**config.mk**
```make
export PLATFORM = sky130hd
export DESIGN_NAME = ptb_timebase
export DESIGN_NICKNAME = d
export VERILOG_FILES = /design/src/shared/ptb_pkg.sv /design/src/core/ptb_timebase.sv
export SDC_FILE = /design/constraint.sdc
export NUM_CORES = 1
export LEC_CHECK = 0
export BUFFER_PORTS_ARGS = -buffer_cell sky130_fd_sc_hd__clkbuf_2
export CAP_MARGIN = 20
export CORE_ASPECT_RATIO = 1.25
export CORE_MARGIN = 3
export CORE_UTILIZATION = 40
export CTS_CLUSTER_DIAMETER = 50
export DETAILED_ROUTE_END_ITERATION = 8
export PLACE_DENSITY = 0.57
export RECOVER_POWER = 50
export SLEW_MARGIN = 20
export SYNTH_ARGS = -nofsm -noshare
export SYNTH_HDL_FRONTEND = slang
export SYNTH_SLANG_ARGS = --single-unit
```
**constraint.sdc**
```tcl
create_clock -name clk -period 3.3 [get_ports clk]
set_clock_uncertainty 0.15 [all_clocks]
set_input_delay 0.33 -clock clk [delete_from_list [all_inputs] [get_ports clk]]
set_output_delay 0.33 -clock clk [all_outputs]
set_load 0.005 [all_outputs]
```
**src/shared/ptb_pkg.sv**
```systemverilog
package ptb_pkg;
    localparam logic [7:0] PTB_OFF_IRQ_FLAGS = 8'h0c;
    localparam logic [7:0] PTB_OFF_COUNT = 8'h11;
    localparam logic [7:0] PTB_OFF_TB_CTRL = 8'h12;
    localparam logic [7:0] PTB_OFF_DUTY_LOW = 8'h15;
    localparam logic [7:0] PTB_OFF_DUTY_HIGH = 8'h16;
    localparam logic [7:0] PTB_OFF_CCP_CTRL = 8'h17;
    localparam logic [7:0] PTB_OFF_DEADBAND = 8'h18;
    localparam logic [7:0] PTB_OFF_IRQ_EN = 8'h8c;
    localparam logic [7:0] PTB_OFF_PERIOD = 8'h92;
    localparam logic [7:0] PTB_RST_PERIOD = 8'hff;
    localparam logic [7:0] PTB_RST_ZERO = 8'h00;
    localparam int PTB_FLAG_BIT = 1;
    localparam int PTB_TBC_POST_LSB = 3;
    localparam int PTB_TBC_ON_BIT = 2;
    localparam logic [7:0] PTB_TBC_MASK = 8'h7f;
    localparam logic [7:0] PTB_IRQ_MASK = 8'h02;
    localparam logic [1:0] PTB_PS_DIV1 = 2'h0;
    localparam logic [1:0] PTB_PS_DIV4 = 2'h1;
    localparam logic [3:0] PTB_PRE4_LAST = 4'h3;
    localparam logic [3:0] PTB_PRE16_LAST = 4'hf;
    localparam logic [1:0] PTB_MODE_PWM = 2'h3;

    typedef struct packed {
        logic [7:0] count;
        logic [7:0] period;
        logic [7:0] tb_ctrl;
        logic [7:0] ccp_ctrl;
        logic [7:0] duty_low;
        logic [7:0] duty_high;
        logic [7:0] deadband;
        logic [7:0] irq_flags;
        logic [7:0] irq_en;
        logic [3:0] pre_cnt;
        logic [3:0] post_cnt;
        logic match;
        logic [9:0] pwm_cnt;
        logic [9:0] duty_act;
        logic pwm_raw;
        logic [7:0] dead_cnt;
        logic pwm_a;
        logic pwm_b;
        logic [31:0] prdata;
    } ptb_state_t;

    typedef struct packed {
        logic [3:0] drive;
        logic [3:0] level;
    } ptb_out_t;
endpackage
```
**src/core/ptb_timebase.sv**
```systemverilog
// The APB slave port was chosen for this implementation.
`timescale 1ns/10ps
`default_nettype none
module ptb_timebase
    import ptb_pkg::*;
(
    // Clock and reset
    input wire logic clk,
    input wire logic sys_rst,
    // APB slave
    input wire logic psel,
    input wire logic penable,
    input wire logic pwrite,
    input wire logic [11:0] paddr,
    input wire logic [31:0] pwdata,
    output logic [31:0] prdata,
    output logic pready,
    output logic pslverr,
    // Serial port shift clock source
    output logic ssp_match_pulse,
    // Bridge outputs and interrupt
    output ptb_out_t bridge_out,
    output logic irq
);
    ptb_state_t s_q, s_d;
    logic wr, rd, hit;
    logic [7:0] idx, wv, rv;
    logic tick, pwm_mode, base_match;
    logic acc, addr_ok, setup_rd, run, post_hit, flag_src;
    logic [3:0] a_b_c_d;

    assign idx = paddr[9:2];
    assign wv = pwdata[7:0];
    // Refused accesses neither write nor clear anything
    assign acc = psel && penable;
    assign wr = acc && pwrite && addr_ok;
    assign rd = acc && !pwrite && addr_ok;
    assign setup_rd = psel && !penable && !pwrite;
    assign run = s_q.tb_ctrl[PTB_TBC_ON_BIT];
    assign pready = 1'b1;
    assign prdata = s_q.prdata;
    assign irq = |(s_q.irq_flags & s_q.irq_en);
    assign ssp_match_pulse = s_q.match;
    assign pwm_mode = s_q.ccp_ctrl[3:2] == PTB_MODE_PWM;

    always_comb begin
        unique case (idx)
            PTB_OFF_IRQ_FLAGS, PTB_OFF_COUNT, PTB_OFF_TB_CTRL, PTB_OFF_DUTY_LOW,
            PTB_OFF_DUTY_HIGH, PTB_OFF_CCP_CTRL, PTB_OFF_DEADBAND, PTB_OFF_IRQ_EN,
            PTB_OFF_PERIOD: hit = 1'b1;
            default: hit = 1'b0;
        endcase
    end
    // Upper address bits are decoded too, so no register shows up twice
    assign addr_ok = hit && paddr[1:0] == 2'h0 && paddr[11:10] == 2'h0;
    assign pslverr = acc && !addr_ok;

    // Prescaler tick: divide 1, 4 or 16
    always_comb begin
        unique case (s_q.tb_ctrl[1:0])
            PTB_PS_DIV1: tick = 1'b1;
            PTB_PS_DIV4: tick = s_q.pre_cnt[1:0] == PTB_PRE4_LAST[1:0];
            default: tick = s_q.pre_cnt == PTB_PRE16_LAST;
        endcase
    end
    assign base_match = s_q.tb_ctrl[PTB_TBC_ON_BIT] && tick && s_q.count == s_q.period;
    assign post_hit = base_match && s_q.post_cnt == s_q.tb_ctrl[6:PTB_TBC_POST_LSB];
    assign flag_src = post_hit || (wr && idx == PTB_OFF_IRQ_FLAGS && wv[PTB_FLAG_BIT]);

    always_comb begin
        rv = 8'h00;
        unique case (idx)
            PTB_OFF_IRQ_FLAGS: rv = s_q.irq_flags;
            PTB_OFF_COUNT: rv = s_q.count;
            PTB_OFF_TB_CTRL: rv = s_q.tb_ctrl;
            PTB_OFF_DUTY_LOW: rv = s_q.duty_low;
            PTB_OFF_DUTY_HIGH: rv = s_q.duty_high;
            PTB_OFF_CCP_CTRL: rv = s_q.ccp_ctrl;
            PTB_OFF_DEADBAND: rv = s_q.deadband;
            PTB_OFF_IRQ_EN: rv = s_q.irq_en;
            PTB_OFF_PERIOD: rv = s_q.period;
            default: rv = 8'h00;
        endcase
    end

    always_comb begin
        s_d = s_q;
        s_d.match = 1'b0;
        // Latched in the setup cycle so the data stands at the access edge
        s_d.prdata = setup_rd ? {24'h0, addr_ok ? rv : 8'h00} : s_q.prdata;
        // Counter runs only while enabled; stopping it saves power
        if (s_q.tb_ctrl[PTB_TBC_ON_BIT]) begin
            s_d.pre_cnt = s_q.pre_cnt + 4'h1;
            if (tick) begin
                s_d.pre_cnt = 4'h0;
                if (base_match) begin
                    s_d.count = PTB_RST_ZERO;
                    s_d.match = 1'b1;
                    s_d.post_cnt = s_q.post_cnt + 4'h1;
                    if (s_q.post_cnt == s_q.tb_ctrl[6:PTB_TBC_POST_LSB]) begin
                        s_d.post_cnt = 4'h0;
                        s_d.irq_flags[PTB_FLAG_BIT] = 1'b1;
                    end
                end else begin
                    s_d.count = s_q.count + 8'h01;
                end
            end
        end
        // PWM: 10-bit cycle from count and prescaler position
        s_d.pwm_cnt = {s_q.count, s_q.pre_cnt[1:0]};
        if (base_match) begin
            s_d.duty_act = {s_q.duty_low, s_q.ccp_ctrl[5:4]};
        end
        s_d.pwm_raw = pwm_mode && (s_d.pwm_cnt < s_q.duty_act);
        // Deadband: delay the rising edge of each half of the pair
        if (s_q.pwm_raw != s_d.pwm_raw) begin
            s_d.dead_cnt = s_q.deadband;
            s_d.pwm_a = 1'b0;
            s_d.pwm_b = 1'b0;
        end else if (s_q.dead_cnt != 8'h00) begin
            s_d.dead_cnt = s_q.dead_cnt - 8'h01;
        end else begin
            s_d.pwm_a = s_q.pwm_raw;
            s_d.pwm_b = !s_q.pwm_raw;
        end
        if (wr) begin
            unique case (idx)
                PTB_OFF_COUNT: begin
                    s_d.count = wv;
                    s_d.pre_cnt = 4'h0;
                    s_d.post_cnt = 4'h0;
                end
                PTB_OFF_TB_CTRL: begin
                    s_d.tb_ctrl = wv & PTB_TBC_MASK;
                    s_d.pre_cnt = 4'h0;
                    s_d.post_cnt = 4'h0;
                end
                PTB_OFF_PERIOD: s_d.period = wv;
                PTB_OFF_DUTY_LOW: s_d.duty_low = wv;
                PTB_OFF_DUTY_HIGH: s_d.duty_high = wv;
                PTB_OFF_CCP_CTRL: s_d.ccp_ctrl = wv;
                PTB_OFF_DEADBAND: s_d.deadband = wv;
                PTB_OFF_IRQ_EN: s_d.irq_en = wv & PTB_IRQ_MASK;
                default: s_d.count = s_d.count;
            endcase
        end
        // Read clears, but a flag set in the same cycle survives
        // Only bits already reported to the reader are cleared
        if (rd && idx == PTB_OFF_IRQ_FLAGS) begin
            s_d.irq_flags = s_q.irq_flags & ~s_q.prdata[7:0];
            if (post_hit) begin
                s_d.irq_flags[PTB_FLAG_BIT] = 1'b1;
            end
        end
        if (wr && idx == PTB_OFF_IRQ_FLAGS) begin
            s_d.irq_flags[PTB_FLAG_BIT] = wv[PTB_FLAG_BIT] | s_d.irq_flags[PTB_FLAG_BIT];
        end
    end

    always_ff @(posedge clk) begin
        if (sys_rst) begin
            s_q <= '0;
            s_q.period <= PTB_RST_PERIOD;
            s_q.ccp_ctrl <= PTB_RST_ZERO;
        end else begin
            s_q <= s_d;
        end
    end

    // Pins: drive bit set means the unit owns the pin, else port pin
    always_comb begin
        a_b_c_d = 4'h0;
        bridge_out.drive = 4'h0;
        if (!pwm_mode) begin
            bridge_out.drive = {3'h0, s_q.ccp_ctrl[3:0] != 4'h0};
        end else begin
            unique case (s_q.ccp_ctrl[7:6])
                2'h0: begin
                    bridge_out.drive = 4'h1;
                    a_b_c_d = {3'h0, s_q.pwm_raw};
                end
                2'h1: begin
                    bridge_out.drive = 4'hf;
                    a_b_c_d = {s_q.pwm_raw, 2'h0, 1'b1};
                end
                2'h2: begin
                    bridge_out.drive = 4'h3;
                    a_b_c_d = {2'h0, s_q.pwm_b, s_q.pwm_a};
                end
                default: begin
                    bridge_out.drive = 4'hf;
                    a_b_c_d = {1'b0, 1'b1, s_q.pwm_raw, 1'b0};
                end
            endcase
        end
        bridge_out.level = a_b_c_d;
    end

    a_period_reset: assert property (@(posedge clk) sys_rst |=> s_q.period == 8'hff)
        else $error("period not all ones after reset");
    a_count_wrap: assert property (@(posedge clk) disable iff (sys_rst)
        base_match && !wr |=> s_q.count == 8'h00)
        else $error("counter did not wrap");
    a_match_pulse: assert property (@(posedge clk) disable iff (sys_rst)
        base_match |=> ssp_match_pulse)
        else $error("match pulse missing");
    a_halt_hold: assert property (@(posedge clk) disable iff (sys_rst)
        !s_q.tb_ctrl[2] && !wr |=> $stable(s_q.count))
        else $error("counter moved while off");
    a_ctrl_clear: assert property (@(posedge clk) disable iff (sys_rst)
        wr && idx == PTB_OFF_TB_CTRL |=> s_q.pre_cnt == 4'h0 && s_q.post_cnt == 4'h0)
        else $error("scalers not cleared");
    a_fwd_pins: assert property (@(posedge clk) disable iff (sys_rst)
        pwm_mode && s_q.ccp_ctrl[7:6] == 2'h1 |-> bridge_out.level[2:0] == 3'h1)
        else $error("forward bridge levels wrong");
    a_rev_pins: assert property (@(posedge clk) disable iff (sys_rst)
        pwm_mode && s_q.ccp_ctrl[7:6] == 2'h3 |-> bridge_out.level[3:2] == 2'h1
        && !bridge_out.level[0])
        else $error("reverse bridge levels wrong");
    a_nonpwm_pins: assert property (@(posedge clk) disable iff (sys_rst)
        !pwm_mode |-> bridge_out.drive[3:1] == 3'h0)
        else $error("port pins taken outside pwm");
    a_half_excl: assert property (@(posedge clk) disable iff (sys_rst)
        !(s_q.pwm_a && s_q.pwm_b))
        else $error("half bridge overlap");
    c_match: cover property (@(posedge clk) ssp_match_pulse);
    c_irq: cover property (@(posedge clk) irq);
    c_half: cover property (@(posedge clk) pwm_mode && s_q.ccp_ctrl[7:6] == 2'h2 && s_q.pwm_b);
    c_fwd: cover property (@(posedge clk) pwm_mode && s_q.ccp_ctrl[7:6] == 2'h1);
    c_rd_clr: cover property (@(posedge clk) rd && idx == PTB_OFF_IRQ_FLAGS && s_q.irq_flags[1]);

    // Reset state
    a_reset_zero: assert property (@(posedge clk) sys_rst |=> s_q.count == 8'h00
        && s_q.pre_cnt == 4'h0 && s_q.post_cnt == 4'h0 && s_q.irq_flags == 8'h00)
        else $error("state not cleared by reset");

    a_reset_ccp: assert property (@(posedge clk) sys_rst |=> s_q.ccp_ctrl == 8'h00
        && bridge_out.drive == 4'h0)
        else $error("unit control not cleared by reset");

    // Counter and prescaler
    a_count_step: assert property (@(posedge clk) disable iff (sys_rst)
        run && tick && !base_match && !wr |=> s_q.count == $past(s_q.count) + 8'h01)
        else $error("counter did not step");

    a_notick_hold: assert property (@(posedge clk) disable iff (sys_rst)
        run && !tick && !wr |=> $stable(s_q.count))
        else $error("counter moved without tick");

    a_div1_tick: assert property (@(posedge clk) disable iff (sys_rst)
        s_q.tb_ctrl[1:0] == PTB_PS_DIV1 |-> tick)
        else $error("divide by one missed a tick");

    a_div4_tick: assert property (@(posedge clk) disable iff (sys_rst)
        tick && s_q.tb_ctrl[1:0] == PTB_PS_DIV4 |-> s_q.pre_cnt[1:0] == 2'h3)
        else $error("divide by four ticked early");

    a_div16_tick: assert property (@(posedge clk) disable iff (sys_rst)
        tick && s_q.tb_ctrl[1] |-> s_q.pre_cnt == PTB_PRE16_LAST)
        else $error("divide by sixteen ticked early");

    a_pre_wrap: assert property (@(posedge clk) disable iff (sys_rst)
        run && tick && !wr |=> s_q.pre_cnt == 4'h0)
        else $error("prescaler did not wrap");

    a_pre_step: assert property (@(posedge clk) disable iff (sys_rst)
        run && !tick && !wr |=> s_q.pre_cnt == $past(s_q.pre_cnt) + 4'h1)
        else $error("prescaler did not step");

    a_count_write: assert property (@(posedge clk) disable iff (sys_rst)
        wr && idx == PTB_OFF_COUNT |=> s_q.count == $past(wv)
        && s_q.pre_cnt == 4'h0 && s_q.post_cnt == 4'h0)
        else $error("count write not applied");

    a_ctrl_keep: assert property (@(posedge clk) disable iff (sys_rst)
        wr && idx == PTB_OFF_TB_CTRL && !run |=> $stable(s_q.count))
        else $error("control write changed counter");

    a_ctrl_write: assert property (@(posedge clk) disable iff (sys_rst)
        wr && idx == PTB_OFF_TB_CTRL |=> s_q.tb_ctrl == ($past(wv) & PTB_TBC_MASK))
        else $error("control write not applied");

    a_halt_pre: assert property (@(posedge clk) disable iff (sys_rst)
        !run && !wr |=> $stable(s_q.pre_cnt))
        else $error("prescaler moved while off");

    a_halt_match: assert property (@(posedge clk) disable iff (sys_rst)
        !run |-> !base_match)
        else $error("match while off");

    a_match_src: assert property (@(posedge clk) disable iff (sys_rst)
        ssp_match_pulse |-> $past(base_match))
        else $error("match pulse without match");

    // Postscaler, flag and interrupt
    a_post_step: assert property (@(posedge clk) disable iff (sys_rst)
        base_match && !post_hit && !wr |=> s_q.post_cnt == $past(s_q.post_cnt) + 4'h1)
        else $error("postscaler did not step");

    a_post_wrap: assert property (@(posedge clk) disable iff (sys_rst)
        post_hit && !wr |=> s_q.post_cnt == 4'h0)
        else $error("postscaler did not wrap");

    a_flag_set: assert property (@(posedge clk) disable iff (sys_rst)
        post_hit |=> s_q.irq_flags[PTB_FLAG_BIT])
        else $error("flag not set by postscaled match");

    a_flag_source: assert property (@(posedge clk) disable iff (sys_rst)
        $rose(s_q.irq_flags[PTB_FLAG_BIT]) |-> $past(flag_src))
        else $error("flag set without cause");

    a_read_clear: assert property (@(posedge clk) disable iff (sys_rst)
        rd && idx == PTB_OFF_IRQ_FLAGS && !post_hit
        |=> (s_q.irq_flags & $past(s_q.prdata[7:0])) == 8'h00)
        else $error("reported flags not cleared");

    a_irq_masked: assert property (@(posedge clk) disable iff (sys_rst)
        s_q.irq_en == 8'h00 |-> !irq)
        else $error("interrupt while masked");

    a_irq_raise: assert property (@(posedge clk) disable iff (sys_rst)
        s_q.irq_en[PTB_FLAG_BIT] && s_q.irq_flags[PTB_FLAG_BIT] |-> irq)
        else $error("interrupt missing");

    a_en_write: assert property (@(posedge clk) disable iff (sys_rst)
        wr && idx == PTB_OFF_IRQ_EN |=> s_q.irq_en == ($past(wv) & PTB_IRQ_MASK))
        else $error("enable write not applied");

    // Register bus
    a_period_write: assert property (@(posedge clk) disable iff (sys_rst)
        wr && idx == PTB_OFF_PERIOD |=> s_q.period == $past(wv))
        else $error("period write not applied");

    a_period_read: assert property (@(posedge clk) disable iff (sys_rst)
        setup_rd && addr_ok && idx == PTB_OFF_PERIOD |=> prdata == {24'h0, $past(s_q.period)})
        else $error("period read data wrong");

    a_refused_wr: assert property (@(posedge clk) disable iff (sys_rst)
        acc && !addr_ok |=> $stable(s_q.period) && $stable(s_q.tb_ctrl)
        && $stable(s_q.ccp_ctrl) && $stable(s_q.irq_en))
        else $error("refused access changed a register");

    a_unmapped_zero: assert property (@(posedge clk) disable iff (sys_rst)
        setup_rd && !addr_ok |=> prdata == 32'h0)
        else $error("unmapped read not zero");

    a_prdata_upper: assert property (@(posedge clk) disable iff (sys_rst)
        prdata[31:8] == 24'h0)
        else $error("upper read data not zero");

    a_duty_low_wr: assert property (@(posedge clk) disable iff (sys_rst)
        wr && idx == PTB_OFF_DUTY_LOW |=> s_q.duty_low == $past(wv))
        else $error("duty low write not applied");

    a_duty_high_wr: assert property (@(posedge clk) disable iff (sys_rst)
        wr && idx == PTB_OFF_DUTY_HIGH |=> s_q.duty_high == $past(wv))
        else $error("duty high write not applied");

    a_ccp_write: assert property (@(posedge clk) disable iff (sys_rst)
        wr && idx == PTB_OFF_CCP_CTRL |=> s_q.ccp_ctrl == $past(wv))
        else $error("unit control write not applied");

    a_dead_write: assert property (@(posedge clk) disable iff (sys_rst)
        wr && idx == PTB_OFF_DEADBAND |=> s_q.deadband == $past(wv))
        else $error("deadband write not applied");

    // Modulation and pins
    a_duty_latch: assert property (@(posedge clk) disable iff (sys_rst)
        base_match |=> s_q.duty_act == {$past(s_q.duty_low), $past(s_q.ccp_ctrl[5:4])})
        else $error("duty not latched at match");

    a_pwm_idle: assert property (@(posedge clk) disable iff (sys_rst)
        !pwm_mode |=> !s_q.pwm_raw)
        else $error("modulation outside pwm mode");

    a_single_pins: assert property (@(posedge clk) disable iff (sys_rst)
        pwm_mode && s_q.ccp_ctrl[7:6] == 2'h0 |-> bridge_out.drive == 4'h1
        && bridge_out.level[3:1] == 3'h0)
        else $error("single output pins wrong");

    a_half_pins: assert property (@(posedge clk) disable iff (sys_rst)
        pwm_mode && s_q.ccp_ctrl[7:6] == 2'h2 |-> bridge_out.drive == 4'h3
        && bridge_out.level[3:2] == 2'h0)
        else $error("half bridge pins wrong");

    a_dead_start: assert property (@(posedge clk) disable iff (sys_rst)
        $changed(s_q.pwm_raw) |-> !s_q.pwm_a && !s_q.pwm_b)
        else $error("no dead time at edge");

    // Released pins always rest low
    for (genvar p = 0; p < 4; p++) begin : g_pin
        a_port_low: assert property (@(posedge clk) disable iff (sys_rst)
            !bridge_out.drive[p] |-> !bridge_out.level[p])
            else $error("released pin not low");
    end
endmodule // ptb_timebase
`default_nettype wire

```
### Yosys cells after proc, flatten, opt, wreduce, memory -nomap -nowiden

Index checks and enable logic that the tools add are counted.

| operators by class | value |
|---|---|
| $lt $le $gt $ge | 1 |
| multiplexer cells | 35 |
| reductions and logical operators | 39 |
| add/sub/neg operators | 4 |
| eq/ne operators | 18 |
| bitwise logic cells | 6 |

Operator list:

| cell | number |
|---|---|
| $mux 8 | 13 |
| $pmux 8 s9 | 1 |
| $mux 56 | 1 |
| $eq 8x5->1 const B | 6 |
| $mux 9 | 2 |
| $eq 8x8->1 const B | 2 |
| $logic_and 1x1->1 | 16 |
| $reduce_and 2->1 | 7 |
| $mux 4 | 3 |
| $pmux 4 s3 | 1 |
| $lt 10x10->1 | 1 |
| $mux 10 | 1 |
| $reduce_or 9->1 | 1 |
| $add 4x1->4 const B | 2 |
| $add 8x1->8 const B | 1 |
| $and 8x2->8 | 1 |
| $and 8x8->8 | 1 |
| $eq 8x4->1 const B | 1 |
| $eq 8x8->1 | 1 |
| $logic_not 2->1 | 4 |
| $not 8->8 | 1 |
| $pmux 4 s2 | 1 |
| $reduce_bool 8->1 | 1 |
| $reduce_or 8->1 | 1 |
| other kinds (18) | 33 |

| storage, ports and cells | value |
|---|---|
| register bits | 102 |
| logic and storage cells | 122 |

### Depth between registers and ports, before layout

Gate-level depths: netlist of run 1.

| logic depth | value |
|---|---|
| depth in word-level cells | 10 |
| gate-level depth with buffers | 10 |
| gate-level depth less buffers | 8 |

### Worst setup path after synthesis of run 1

No wires, ideal clock.

| timing | value |
|---|---|
| path kind | flip-flop to flip-flop |
| from | register s_q[34] in the netlist's numbering |
| to | register s_q[32] in the netlist's numbering |
| path slack | 0.827 ns |
| stages on the path, launching flop included | 9 |
| arrival | 2.248 ns |
| setup time | 0.074 ns |
| clock period less this slack | 2.473 ns |
| cells stage by stage | dfxtp_1 -> inv_1 -> ha_1 -> or3b_2 -> or3_1 -> or3_1 -> clkbuf_1 -> or3_1 -> a31oi_1 |

| on the way | value |
|---|---|
| longest elaborated chain between the ends | 1 |

RTL lines:

| item | RTL line | RTL |
|---|---|---|
| start, declared | ptb_timebase.sv:25 | `ptb_state_t s_q, s_d;` |
| $reduce_bool 8->1 | ptb_timebase.sv:120 | `end else if (s_q.dead_cnt != 8'h00) begin` |

No other way between the ends.
A chain may end at the register's enable or synchronous reset.

### Worst setup path after layout of run 1

| timing | value |
|---|---|
| from | input paddr[3] |
| to | output pslverr |

| on the way | value |
|---|---|
| longest elaborated chain between the ends | 7 |
| elaborated cells between the ends (all ways) | 15 |
| those cells by class | eq/ne (9); mux (1); reduce/logical (5) |

RTL lines:

| item | RTL line | RTL |
|---|---|---|
| start, declared | ptb_timebase.sv:14 | `input wire logic [11:0] paddr,` |
| $eq 8x4->1, or another cell as far along | ptb_timebase.sv:47 | `unique case (idx)` |
| $reduce_or 9->1 * | ptb_timebase.sv:47 |  |
| $mux 1 * | ptb_timebase.sv:47 |  |
| $logic_and 1x1->1 * (2 in series) | ptb_timebase.sv:55 | `assign addr_ok = hit && paddr[1:0] == 2'h0 && paddr[11:10] == 2'h0;` |
| $logic_not 1->1 * | ptb_timebase.sv:56 | `assign pslverr = acc && !addr_ok;` |
| $logic_and 1x1->1 * | ptb_timebase.sv:56 |  |
| end, declared | ptb_timebase.sv:18 | `output logic pslverr,` |

Every way passes the cells marked *; elsewhere a longest branch is shown, timed or not.

==> results of run 1 <==
[layout by cell type (no fill, tap or decap), types with 6 or more instances in the layout]
cell type	Yosys	layout
nor3_1	10	11
nand2_1	50	50
clkbuf_16	0	9
dfxtp_1	102	102
nor2b_1	16	16
nor2_1	62	63
nand2b_1	16	16
mux2i_1	26	26
or3_1	6	6
clkbuf_1	24	15
xor2_1	14	14
a22oi_1	25	26
conb_1	2	25
mux2_2	9	9
a22o_1	11	11
xnor2_1	10	9
a21oi_1	61	61
o21ai_0	12	12
clkbuf_2	0	35
nand4_1	9	9
a211o_1	10	10
and3_1	9	9
inv_1	16	16
ha_1	13	13
buf_4	35	14
nand3_1	37	37
[layer usage]
metal	up-vias	share of wire [%]	global-route usage (%)
met2	120	48	33.3
met5	-	0	0
met3	26	4.6	3.63
met1	2241	44	24.3
met4	0	2.7	7.26
li1	2296	-	-
[state kept, by name, summed over array words and instances (netlist names)]
signal and cells:
prdata 8, run 1, s_q 82, s_d 10, ssp_match_pulse 1
[cells by family after synthesis]
kind of cell	synth area share, %
AOI/OAI and AO/OA	17.1
adders and majority gates	2.97
muxes	6.60
other	0.137
and+or+nand+nor	23.5
xor gates and xnor gates	3.83
DFF	37.2
buffers and inverters	8.65
[cell type report]
type                       instances  share of cell area (%)
clock buffer                      12                    4.27
clock inverter                     3                    1.12
inverter                          16                    1.00
multi-input combinational        486                    50.5
sequential                       102                    34.0
tap                              171                    3.56
timing repair buffer              63                    5.54
[power groups by stage]
| stage | registers (W) | logic [W] | clock network [W] |
|---|---|---|---|
| final | 0.00131 | 0.000396 | 0.00116 |
| after global routing | 0.00132 | 0.000449 | 0.00123 |
| after CTS | 0.00131 | 0.000404 | 0.00119 |
| after detailed placement | 0.00134 | 0.000400 | 0 |
| after global placement | 0.00134 | 0.000386 | 0 |
| after floorplan | 0.00133 | 0.000329 | 0 |
[final timing paths]
path         startpoint        to  slack (ns)  cells past startpoint
max            paddr[3]   pslverr        0.40                      7
max reg2reg     s_d[53]   s_d[56]        0.67                      8
min reg2reg     s_q[45]   s_q[45]        0.31                      2
min           pwdata[4]  s_q[108]        0.19                      3
[critical path, cell delays in order]
cell and delay (ns):
clkbuf_1 0.32, or3b_1 0.55, or4b_1 0.62, o21ai_2 0.10
a22oi_1 0.17, and3_1 0.23, clkbuf_2 0.10
[per-stage QoR]
step	setup slack, ns	total power [W]	hold slack [ns]	instance area [sq um]	cells
after floorplan	0.827	0.00166	0.276	5570	672
after global placement	0.424	0.00172	0.292	5730	838
after detailed placement	0.391	0.00174	0.295	5730	838
after CTS	0.580	0.00290	0.197	6060	853
after global routing	0.279	0.00300	0.204	6010	853
final	0.396	0.00287	0.195	6010	853
==> impl_metrics.csv, run 1 <==
group,metric,value,unit
outcome,status,"finished, final reports clean",
clock_network,htree_levels,3,
synthesis,async_reset_ff_share,0,%
power_and_ir_drop,ir_drop,0.389,mV
detailed_routing,vias_per_cell,5.49,
synthesis,syn_area,5480,sq um
global_routing,grt_pass1_vias,4443,
finish,area_growth,9.58,%
synthesis,synth_warnings,0,
finish,drive_gt1_share,11.9,%
synthesis,ys_types,57,
timing,min_period,2.90,ns
die,fp.dieH,137,um
timing,final-setup-viol-count,0,
clock_network,cts.clk_slew.worst_paths,0.07,ns
timing,tightest_slew,1.07,ns
detailed_routing,wl_per_cell,17.2,um
global_routing,grt_max_degree,46,
global_routing,overflow,0,
synthesis,ys_seq_area_share,37.2,%
clock_network,numCtsBuffers,9,
power_and_ir_drop,clockPowerShare,40.5,%
worst_setup_path,crit_required,2.82,ns
timing,rsz0062_at_grt,"false",
clock_network,postCtsSetupBuffers,0,
die,fp.dieArea,15200,sq um
die,fp.dieW,111,um
clock_network,clkLatencyLatePin,0.35,ns
global_routing,grt_pass1_wl,23700,um
power_and_ir_drop,p_sw,0.000722,W
synthesis,synth_common_cells,"dfxtp_1 (102), nor2_1 (62), a21oi_1 (61), nand2_1 (50), nand3_1 (37)",
die,core,13300,sq um
place,dpl.hpwl,10800,um
detailed_routing,drt_iter0_markers,352,
die,start_util,41.1,%
worst_setup_path,start_kind,"input pin",
timing,slew_violations,0,
clock_network,ctsHoldBuffers,0,
timing,fin_crit_sh,88.0,%
worst_setup_path,cp-end-kind,"output pin",
clock_network,cts.sinks,102,
die,ios,93,
synthesis,synth-edff-count,0,
detailed_routing,routed_wl,14700,um
finish,num_antenna_cells,0,
finish,finish.utilization,45.0,%
global_routing,antenna_found_initial,0,
synthesis,synth.most_common_cell,"dfxtp_1",
synthesis,synthFlopType,"dfxtp_1",
clock_network,cts_root_buffer,"clkbuf_16",
timing,slew_headroom,27.7,%
timing,fmax,0.344,GHz
power_and_ir_drop,switching_share,25.1,%
power_and_ir_drop,power_frac_seq,45.7,%
power_and_ir_drop,p_leak,2.25,nW
clock_network,cts_tree,"done",
die,num_rows,47,
synthesis,synth_top_area_cell,"dfxtp_1",
power_and_ir_drop,power_density,478,nW/um^2
power_and_ir_drop,intPower,0.00215,W
place,io_buffers,43,
worst_setup_path,crit_type,"in -> out",
place,gp_congestion,0.854,
hold_path,hp-class,"in -> reg",
timing,setup-tns-final,0,ns
finish,fill_cells,1359,
worst_setup_path,arrival,2.42,ns
detailed_routing,num_vias,4683,
finish,final_nets,740,
synthesis,syn_inst,649,
synthesis,synth.ff_latch_count,102,
worst_setup_path,crit_fanout,15,
timing,final-hold-violation-count,0,
detailed_routing,ant_nets,0,
global_routing,grt_use_total,19.4,%
synthesis,syn_avg_cell_area,8.45,sq um
job,max_cap_violations,0,
finish,multi_input_area,3040,sq um
detailed_routing,drt_first_pass_iters,5,
clock_network,clockBufferDepth,2,
clock_network,cts_resized,0,
detailed_routing,drcViolationCount,0,
finish,register_area,2040,sq um
synthesis,ys_top_cells_by_area,"dfxtp_1 (37%), a21oi_1 (5.6%), buf_4 (4.8%), mux2i_1 (4.7%), nor2_1 (4.2%)",
synthesis,synth_top_area_share,37.2,%
power_and_ir_drop,p_comb_share,13.8,%
Note: power is estimated with default switching activity, not from simulation.
==> inputs of run 2 (changes only) <==
--- a/config.mk
+++ b/config.mk
@@ -12,7 +12,8 @@
 export CORE_UTILIZATION = 40
 export CTS_CLUSTER_DIAMETER = 50
 export DETAILED_ROUTE_END_ITERATION = 8
-export PLACE_DENSITY = 0.57
+export GPL_ROUTABILITY_DRIVEN = 0
+export PLACE_DENSITY = 0.59
 export RECOVER_POWER = 50
 export SLEW_MARGIN = 20
 export SYNTH_ARGS = -nofsm -noshare
==> run 2 against run 1 <==
Compared with the run above:
- setup slack gained 0.084 ns
- core utilization up 0.26 points
- fmax rose by 3.0%
- critical endpoint is now s_q[124]
- register-to-register slack worse by 0.16 ns
- critical path type is now in -> reg
- non-clock buffer count fell by 1
- count of clock-buffer cells in the layout shrank 2
==> impl_metrics.csv, run 2 (synthesis gave the netlist of run 1 again) <==
group,metric,value,unit
job,max_cap_violations,0,
detailed_routing,wl_per_cell,17.4,um
finish,final_common_cell,"dfxtp_1",
finish,largest-register,"s_q",
finish,largest_reg_flops,82,
die,fp.dieW,111,um
hold_path,hp-class,"in -> reg",
global_routing,grt_pass1_vias,4449,
power_and_ir_drop,ir_drop,0.474,mV
detailed_routing,drt_iter0_markers,396,
die,start_util,41.1,%
timing,slew_violations,0,
die,fp.dieH,137,um
global_routing,antenna_found_initial,0,
worst_setup_path,start_kind,"input pin",
worst_setup_path,crit_type,"in -> reg",
finish,most-common-layout-cells,"dfxtp_1 (102), nor2_1 (62), a21oi_1 (61), nand2_1 (50), nand3_1 (37)",
power_and_ir_drop,power_density,496,nW/um^2
global_routing,grt_use_total,19.4,%
die,num_rows,47,
worst_setup_path,crit_required,3.37,ns
outcome,status,"finished, final reports clean",
die,ios,93,
detailed_routing,vias_per_cell,5.56,
timing,final-setup-viol-count,0,
timing,tightest_slew,1.21,ns
clock_network,htree_levels,3,
detailed_routing,routed_wl,14800,um
clock_network,cts_tree,"done",
clock_network,cts_resized,0,
clock_network,clkLatencyLatePin,0.35,ns
global_routing,overflow,0,
finish,num_antenna_cells,0,
clock_network,numCtsBuffers,9,
power_and_ir_drop,p_leak,2.25,nW
clock_network,cts.sinks,102,
clock_network,clockBufferDepth,2,
detailed_routing,drcViolationCount,0,
clock_network,postCtsSetupBuffers,0,
timing,setup-tns-final,0,ns
timing,fmax,0.355,GHz
timing,min_period,2.82,ns
clock_network,cts.clk_slew.worst_paths,0.07,ns
timing,fin_crit_sh,85.5,%
timing,final-hold-violation-count,0,
global_routing,grt_max_degree,39,
timing,rsz0062_at_grt,"false",
finish,final_nets,739,
global_routing,grt_pass1_wl,23600,um
finish,drive_gt1_share,11.8,%
finish,area_growth,10.2,%
place,io_buffers,43,
die,fp.dieArea,15200,sq um
detailed_routing,drt_first_pass_iters,6,
worst_setup_path,crit_fanout,15,
die,core,13300,sq um
worst_setup_path,cp-end-kind,"flop",
timing,slew_headroom,18.8,%
place,dpl.hpwl,10700,um
detailed_routing,num_vias,4731,
worst_setup_path,arrival,2.89,ns
clock_network,ctsHoldBuffers,0,
power_and_ir_drop,power,0.00299,W
detailed_routing,ant_nets,0,
clock_network,cts_root_buffer,"clkbuf_16",
## run 2: cell types whose count changed in the layout (fill, tap and decap cells not counted), moves of 2 or more
cell / change
clkbuf_2: -2
and2_0: -2
buf_4: -2
nor4_2: +2
and2_1: +2
bufinv_16: +2
## run 2: path summary, 6_finish.rpt
path,slack [ns],to,cells past startpoint,startpoint
min,0.21,s_q[135],2,pwdata[7]
max reg2reg,0.51,s_d[55],9,s_d[53]
max,0.48,s_q[124],6,paddr[3]
min reg2reg,0.30,s_q[43],2,s_q[43]
## run 2: critical path: stages
cell and delay (ns):
clkbuf_1 0.56, nor4b_1 0.40, nand2_1 0.24, nor4_2 1.02, mux2i_1 0.28, nor2_1 0.05
## run 2: routing by layer
metal  GRT usage [%]  vias to the layer above  part of all wire (%)
li1                -                     2300                     -
met1            24.2                     2278                    44
met2            32.9                      122                    48
met3            3.36                       31                   4.1
met4            9.17                        0                   3.4
met5               0                        -                     0
## run 2: per-stage QoR
| step | hold WS (ns) | cell area, sq um | cells | utilization, % | worst slack, ns |
|---|---|---|---|---|---|
| global route | 0.212 | 6040 | 851 | 45.3 | 0.286 |
| detailed placement | 0.295 | 5730 | 837 | 42.9 | 0.413 |
| floorplan | 0.276 | 5570 | 672 | - | 0.827 |
| global placement | 0.292 | 5730 | 837 | 42.9 | 0.429 |
| finish | 0.205 | 6040 | 851 | 45.3 | 0.480 |
| CTS | 0.202 | 6090 | 851 | 45.6 | 0.495 |
## run 2: power breakdown
part / switching [W] / leakage, nW / total (W) / internal (W)
clock: 0.000457 / 0.175 / 0.00129 / 0.000830
sequential: 0.0000380 / 0.823 / 0.00131 / 0.00128
combinational: 0.000221 / 1.26 / 0.000393 / 0.000172
total: 0.000716 / 2.25 / 0.00299 / 0.00228
## run 2: layout make-up
type | instances | area (sq um)
inverters | 16 | 60.1
clock inverters | 4 | 120
well taps | 171 | 214
multi-input cells | 486 | 3050
repair buffers | 62 | 319
fillers | 1365 | 7310
flip-flops and latches | 102 | 2040
clock buffers | 10 | 239
==> inputs of run 3 (changes only) <==
--- a/config.mk
+++ b/config.mk
@@ -13,7 +13,7 @@
 export CTS_CLUSTER_DIAMETER = 50
 export DETAILED_ROUTE_END_ITERATION = 8
 export GPL_ROUTABILITY_DRIVEN = 0
-export PLACE_DENSITY = 0.59
+export PLACE_DENSITY = 0.68
 export RECOVER_POWER = 50
 export SLEW_MARGIN = 20
 export SYNTH_ARGS = -nofsm -noshare
==> run 3 against run 2 <==
Compared with the run above:
- critical path depth up 1
- via count up 0.30%
- setup slack better by 0.056 ns
- global-route usage down 0.56 points
- total power down 6.7%
- die area unchanged
- clock power down 16%
- count of clock-buffer cells in the layout down 1
- hold slack worse by 0.013 ns
- register-to-register slack better by 0.10 ns
- combinational power about the same
==> impl_metrics.csv, run 3 (synthesis gave the netlist of run 1 again) <==
group,metric,value,unit
outcome,status,"finished, final reports clean",
power_and_ir_drop,switching_share,26.8,%
clock_network,numCtsBuffers,9,
worst_setup_path,crit_slowest_cell,"or4b_1",
global_routing,antenna_found_initial,0,
detailed_routing,ant_nets,0,
place,io_buffers,43,
timing,final-hold-violation-count,0,
clock_network,cts.sinks,102,
power_and_ir_drop,ir_drop,0.477,mV
power_and_ir_drop,power_density,469,nW/um^2
worst_setup_path,crit_required,2.82,ns
finish,finish.utilization,44.7,%
worst_setup_path,crit_fanout,15,
power_and_ir_drop,power_frac_seq,46.9,%
finish,num_antenna_cells,0,
worst_setup_path,reg2reg_slack,0.61,ns
timing,tightest_slew,1.14,ns
detailed_routing,drt_first_pass_iters,5,
clock_network,cts_tree,"done",
detailed_routing,num_vias,4745,
timing,slew_violations,0,
die,core,13300,sq um
die,fp.dieArea,15200,sq um
power_and_ir_drop,p_leak,2.20,nW
detailed_routing,routed_wl,14400,um
die,start_util,41.1,%
worst_setup_path,arrival,2.28,ns
worst_setup_path,crit_chain,"clkbuf_1 > or3b_1 > or4b_1 > o21ai_2 > a22oi_2 > and3_1 > clkbuf_2",
die,ios,93,
global_routing,overflow,0,
worst_setup_path,critPathCapture,"pslverr",
power_and_ir_drop,p_comb_share,14.0,%
worst_setup_path,r2r_end,"s_q[34]",
timing,slew_headroom,23.6,%
clock_network,htree_levels,3,
die,num_rows,47,
place,dpl.hpwl,10600,um
timing,final-setup-viol-count,0,
clock_network,cts_root_buffer,"clkbuf_16",
power_and_ir_drop,p_sw,0.000750,W
finish,final_nets,738,
global_routing,grt_max_degree,42,
finish,area_growth,8.79,%
power_and_ir_drop,clockPowerShare,39.0,%
detailed_routing,drt_iter0_markers,454,
timing,min_period,2.76,ns
clock_network,postCtsSetupBuffers,0,
timing,holdWs,0.192,ns
power_and_ir_drop,intPower,0.00204,W
worst_setup_path,cp_num_buf_inv,2,
clock_network,cts_resized,0,
worst_setup_path,path_delay_family,"simple AND/OR/NAND/NOR gates",
worst_setup_path,cpPeakStageDelay,0.62,ns
finish,largest-register,"s_q",
global_routing,grt_pass1_wl,23300,um
timing,setup-tns-final,0,ns
worst_setup_path,crit_cells,7,
finish,design_area,5960,sq um
worst_setup_path,reg2reg_from,"s_d[55]",
clock_network,cts.clk_slew.worst_paths,0.07,ns
timing,fmax,0.362,GHz
place,place_area,5720,sq um
clock_network,clockBufferDepth,2,
global_routing,grt_pass1_vias,4527,
finish,largest_reg_flops,82,
place,dp_slack,0.586,ns
timing,rsz0062_at_grt,"false",
die,fp.dieW,111,um
timing,fin_crit_sh,83.7,%
worst_setup_path,crit_type,"in -> out",
hold_path,hp-class,"in -> reg",
worst_setup_path,crit_start,"paddr[3]",
detailed_routing,drcViolationCount,0,
finish,most-common-layout-cells,"dfxtp_1 (102), nor2_1 (63), a21oi_1 (61), nand2_1 (50), nand3_1 (37)",
die,fp.dieH,137,um
worst_setup_path,cp-end-kind,"output pin",
worst_setup_path,start_kind,"input pin",
job,max_cap_violations,0,
clock_network,ctsHoldBuffers,0,
clock_network,clkLatencyLatePin,0.35,ns
global_routing,grt_use_total,18.9,%
timing,postLayoutSetupSlackWorst,0.536,ns
finish,final_common_cell,"dfxtp_1",
detailed_routing,vias_per_cell,5.57,
finish,drive_gt1_share,11.5,%
detailed_routing,wl_per_cell,16.9,um
worst_setup_path,ff2ff_path_depth,8,
[run 3: cell types whose count changed in the layout (fill, tap and decap cells not counted), moves of 2 or more]
cell        change
and2_0          +2
clkinvlp_4      +3
inv_6           +3
clkbuf_2        -2
bufinv_16       -3
clkbuf_1        +2
and2_1          -2
[run 3: metal layers]
layer | wire length [um] | part of all wire, % | track usage [%]
met1 | 5920 | 41 | 22.1
met2 | 7080 | 49 | 33.0
met4 | 700 | 4.9 | 11.0
met3 | 716 | 5.0 | 2.70
met5 | 0 | 0 | 0
[run 3: worst min-delay path by stage]
| stage | startpoint | depth (start not counted) | endpoint |
|---|---|---|---|
| detailed placement | s_q[87] | 2 | s_q[87] |
| global route | pwdata[7] | 2 | s_q[135] |
| finish | pwdata[7] | 3 | s_q[111] |
| floorplan | s_q[85] | 2 | s_q[85] |
| global placement | s_q[48] | 2 | s_q[48] |
| CTS | pwdata[7] | 3 | s_q[111] |
[run 3: area by class of cell]
cell class	count	area [sq um]
clock buffers	9	225
clock inverters	7	78.8
fillers	1303	7380
inverters	16	60.1
multi-input cells	486	3030
flip-flops and latches	102	2040
well taps	171	214
repair buffers	61	313
[run 3: power by group through the flow]
| stage | logic (W) | clock network, W | registers [W] |
|---|---|---|---|
| detailed placement | 0.000390 | 0 | 0.00134 |
| global route | 0.000443 | 0.00115 | 0.00132 |
| global placement | 0.000381 | 0 | 0.00134 |
| CTS | 0.000394 | 0.00111 | 0.00131 |
| floorplan | 0.000329 | 0 | 0.00133 |
| finish | 0.000392 | 0.00109 | 0.00131 |
[run 3: per-stage QoR]
stage,power (W),instances
3_5_place_dp,0.00173,836
4_1_cts,0.00281,852
2_1_floorplan,0.00166,672
5_1_grt,0.00291,852
3_3_place_gp,0.00172,836
6_report,0.00280,852
[run 3: worst min-delay path: cells and delay by family]
kind	cells	cell delay, ns
buf+inv	1	0.16
compound gates	1	0.06
simple gates	1	0.10
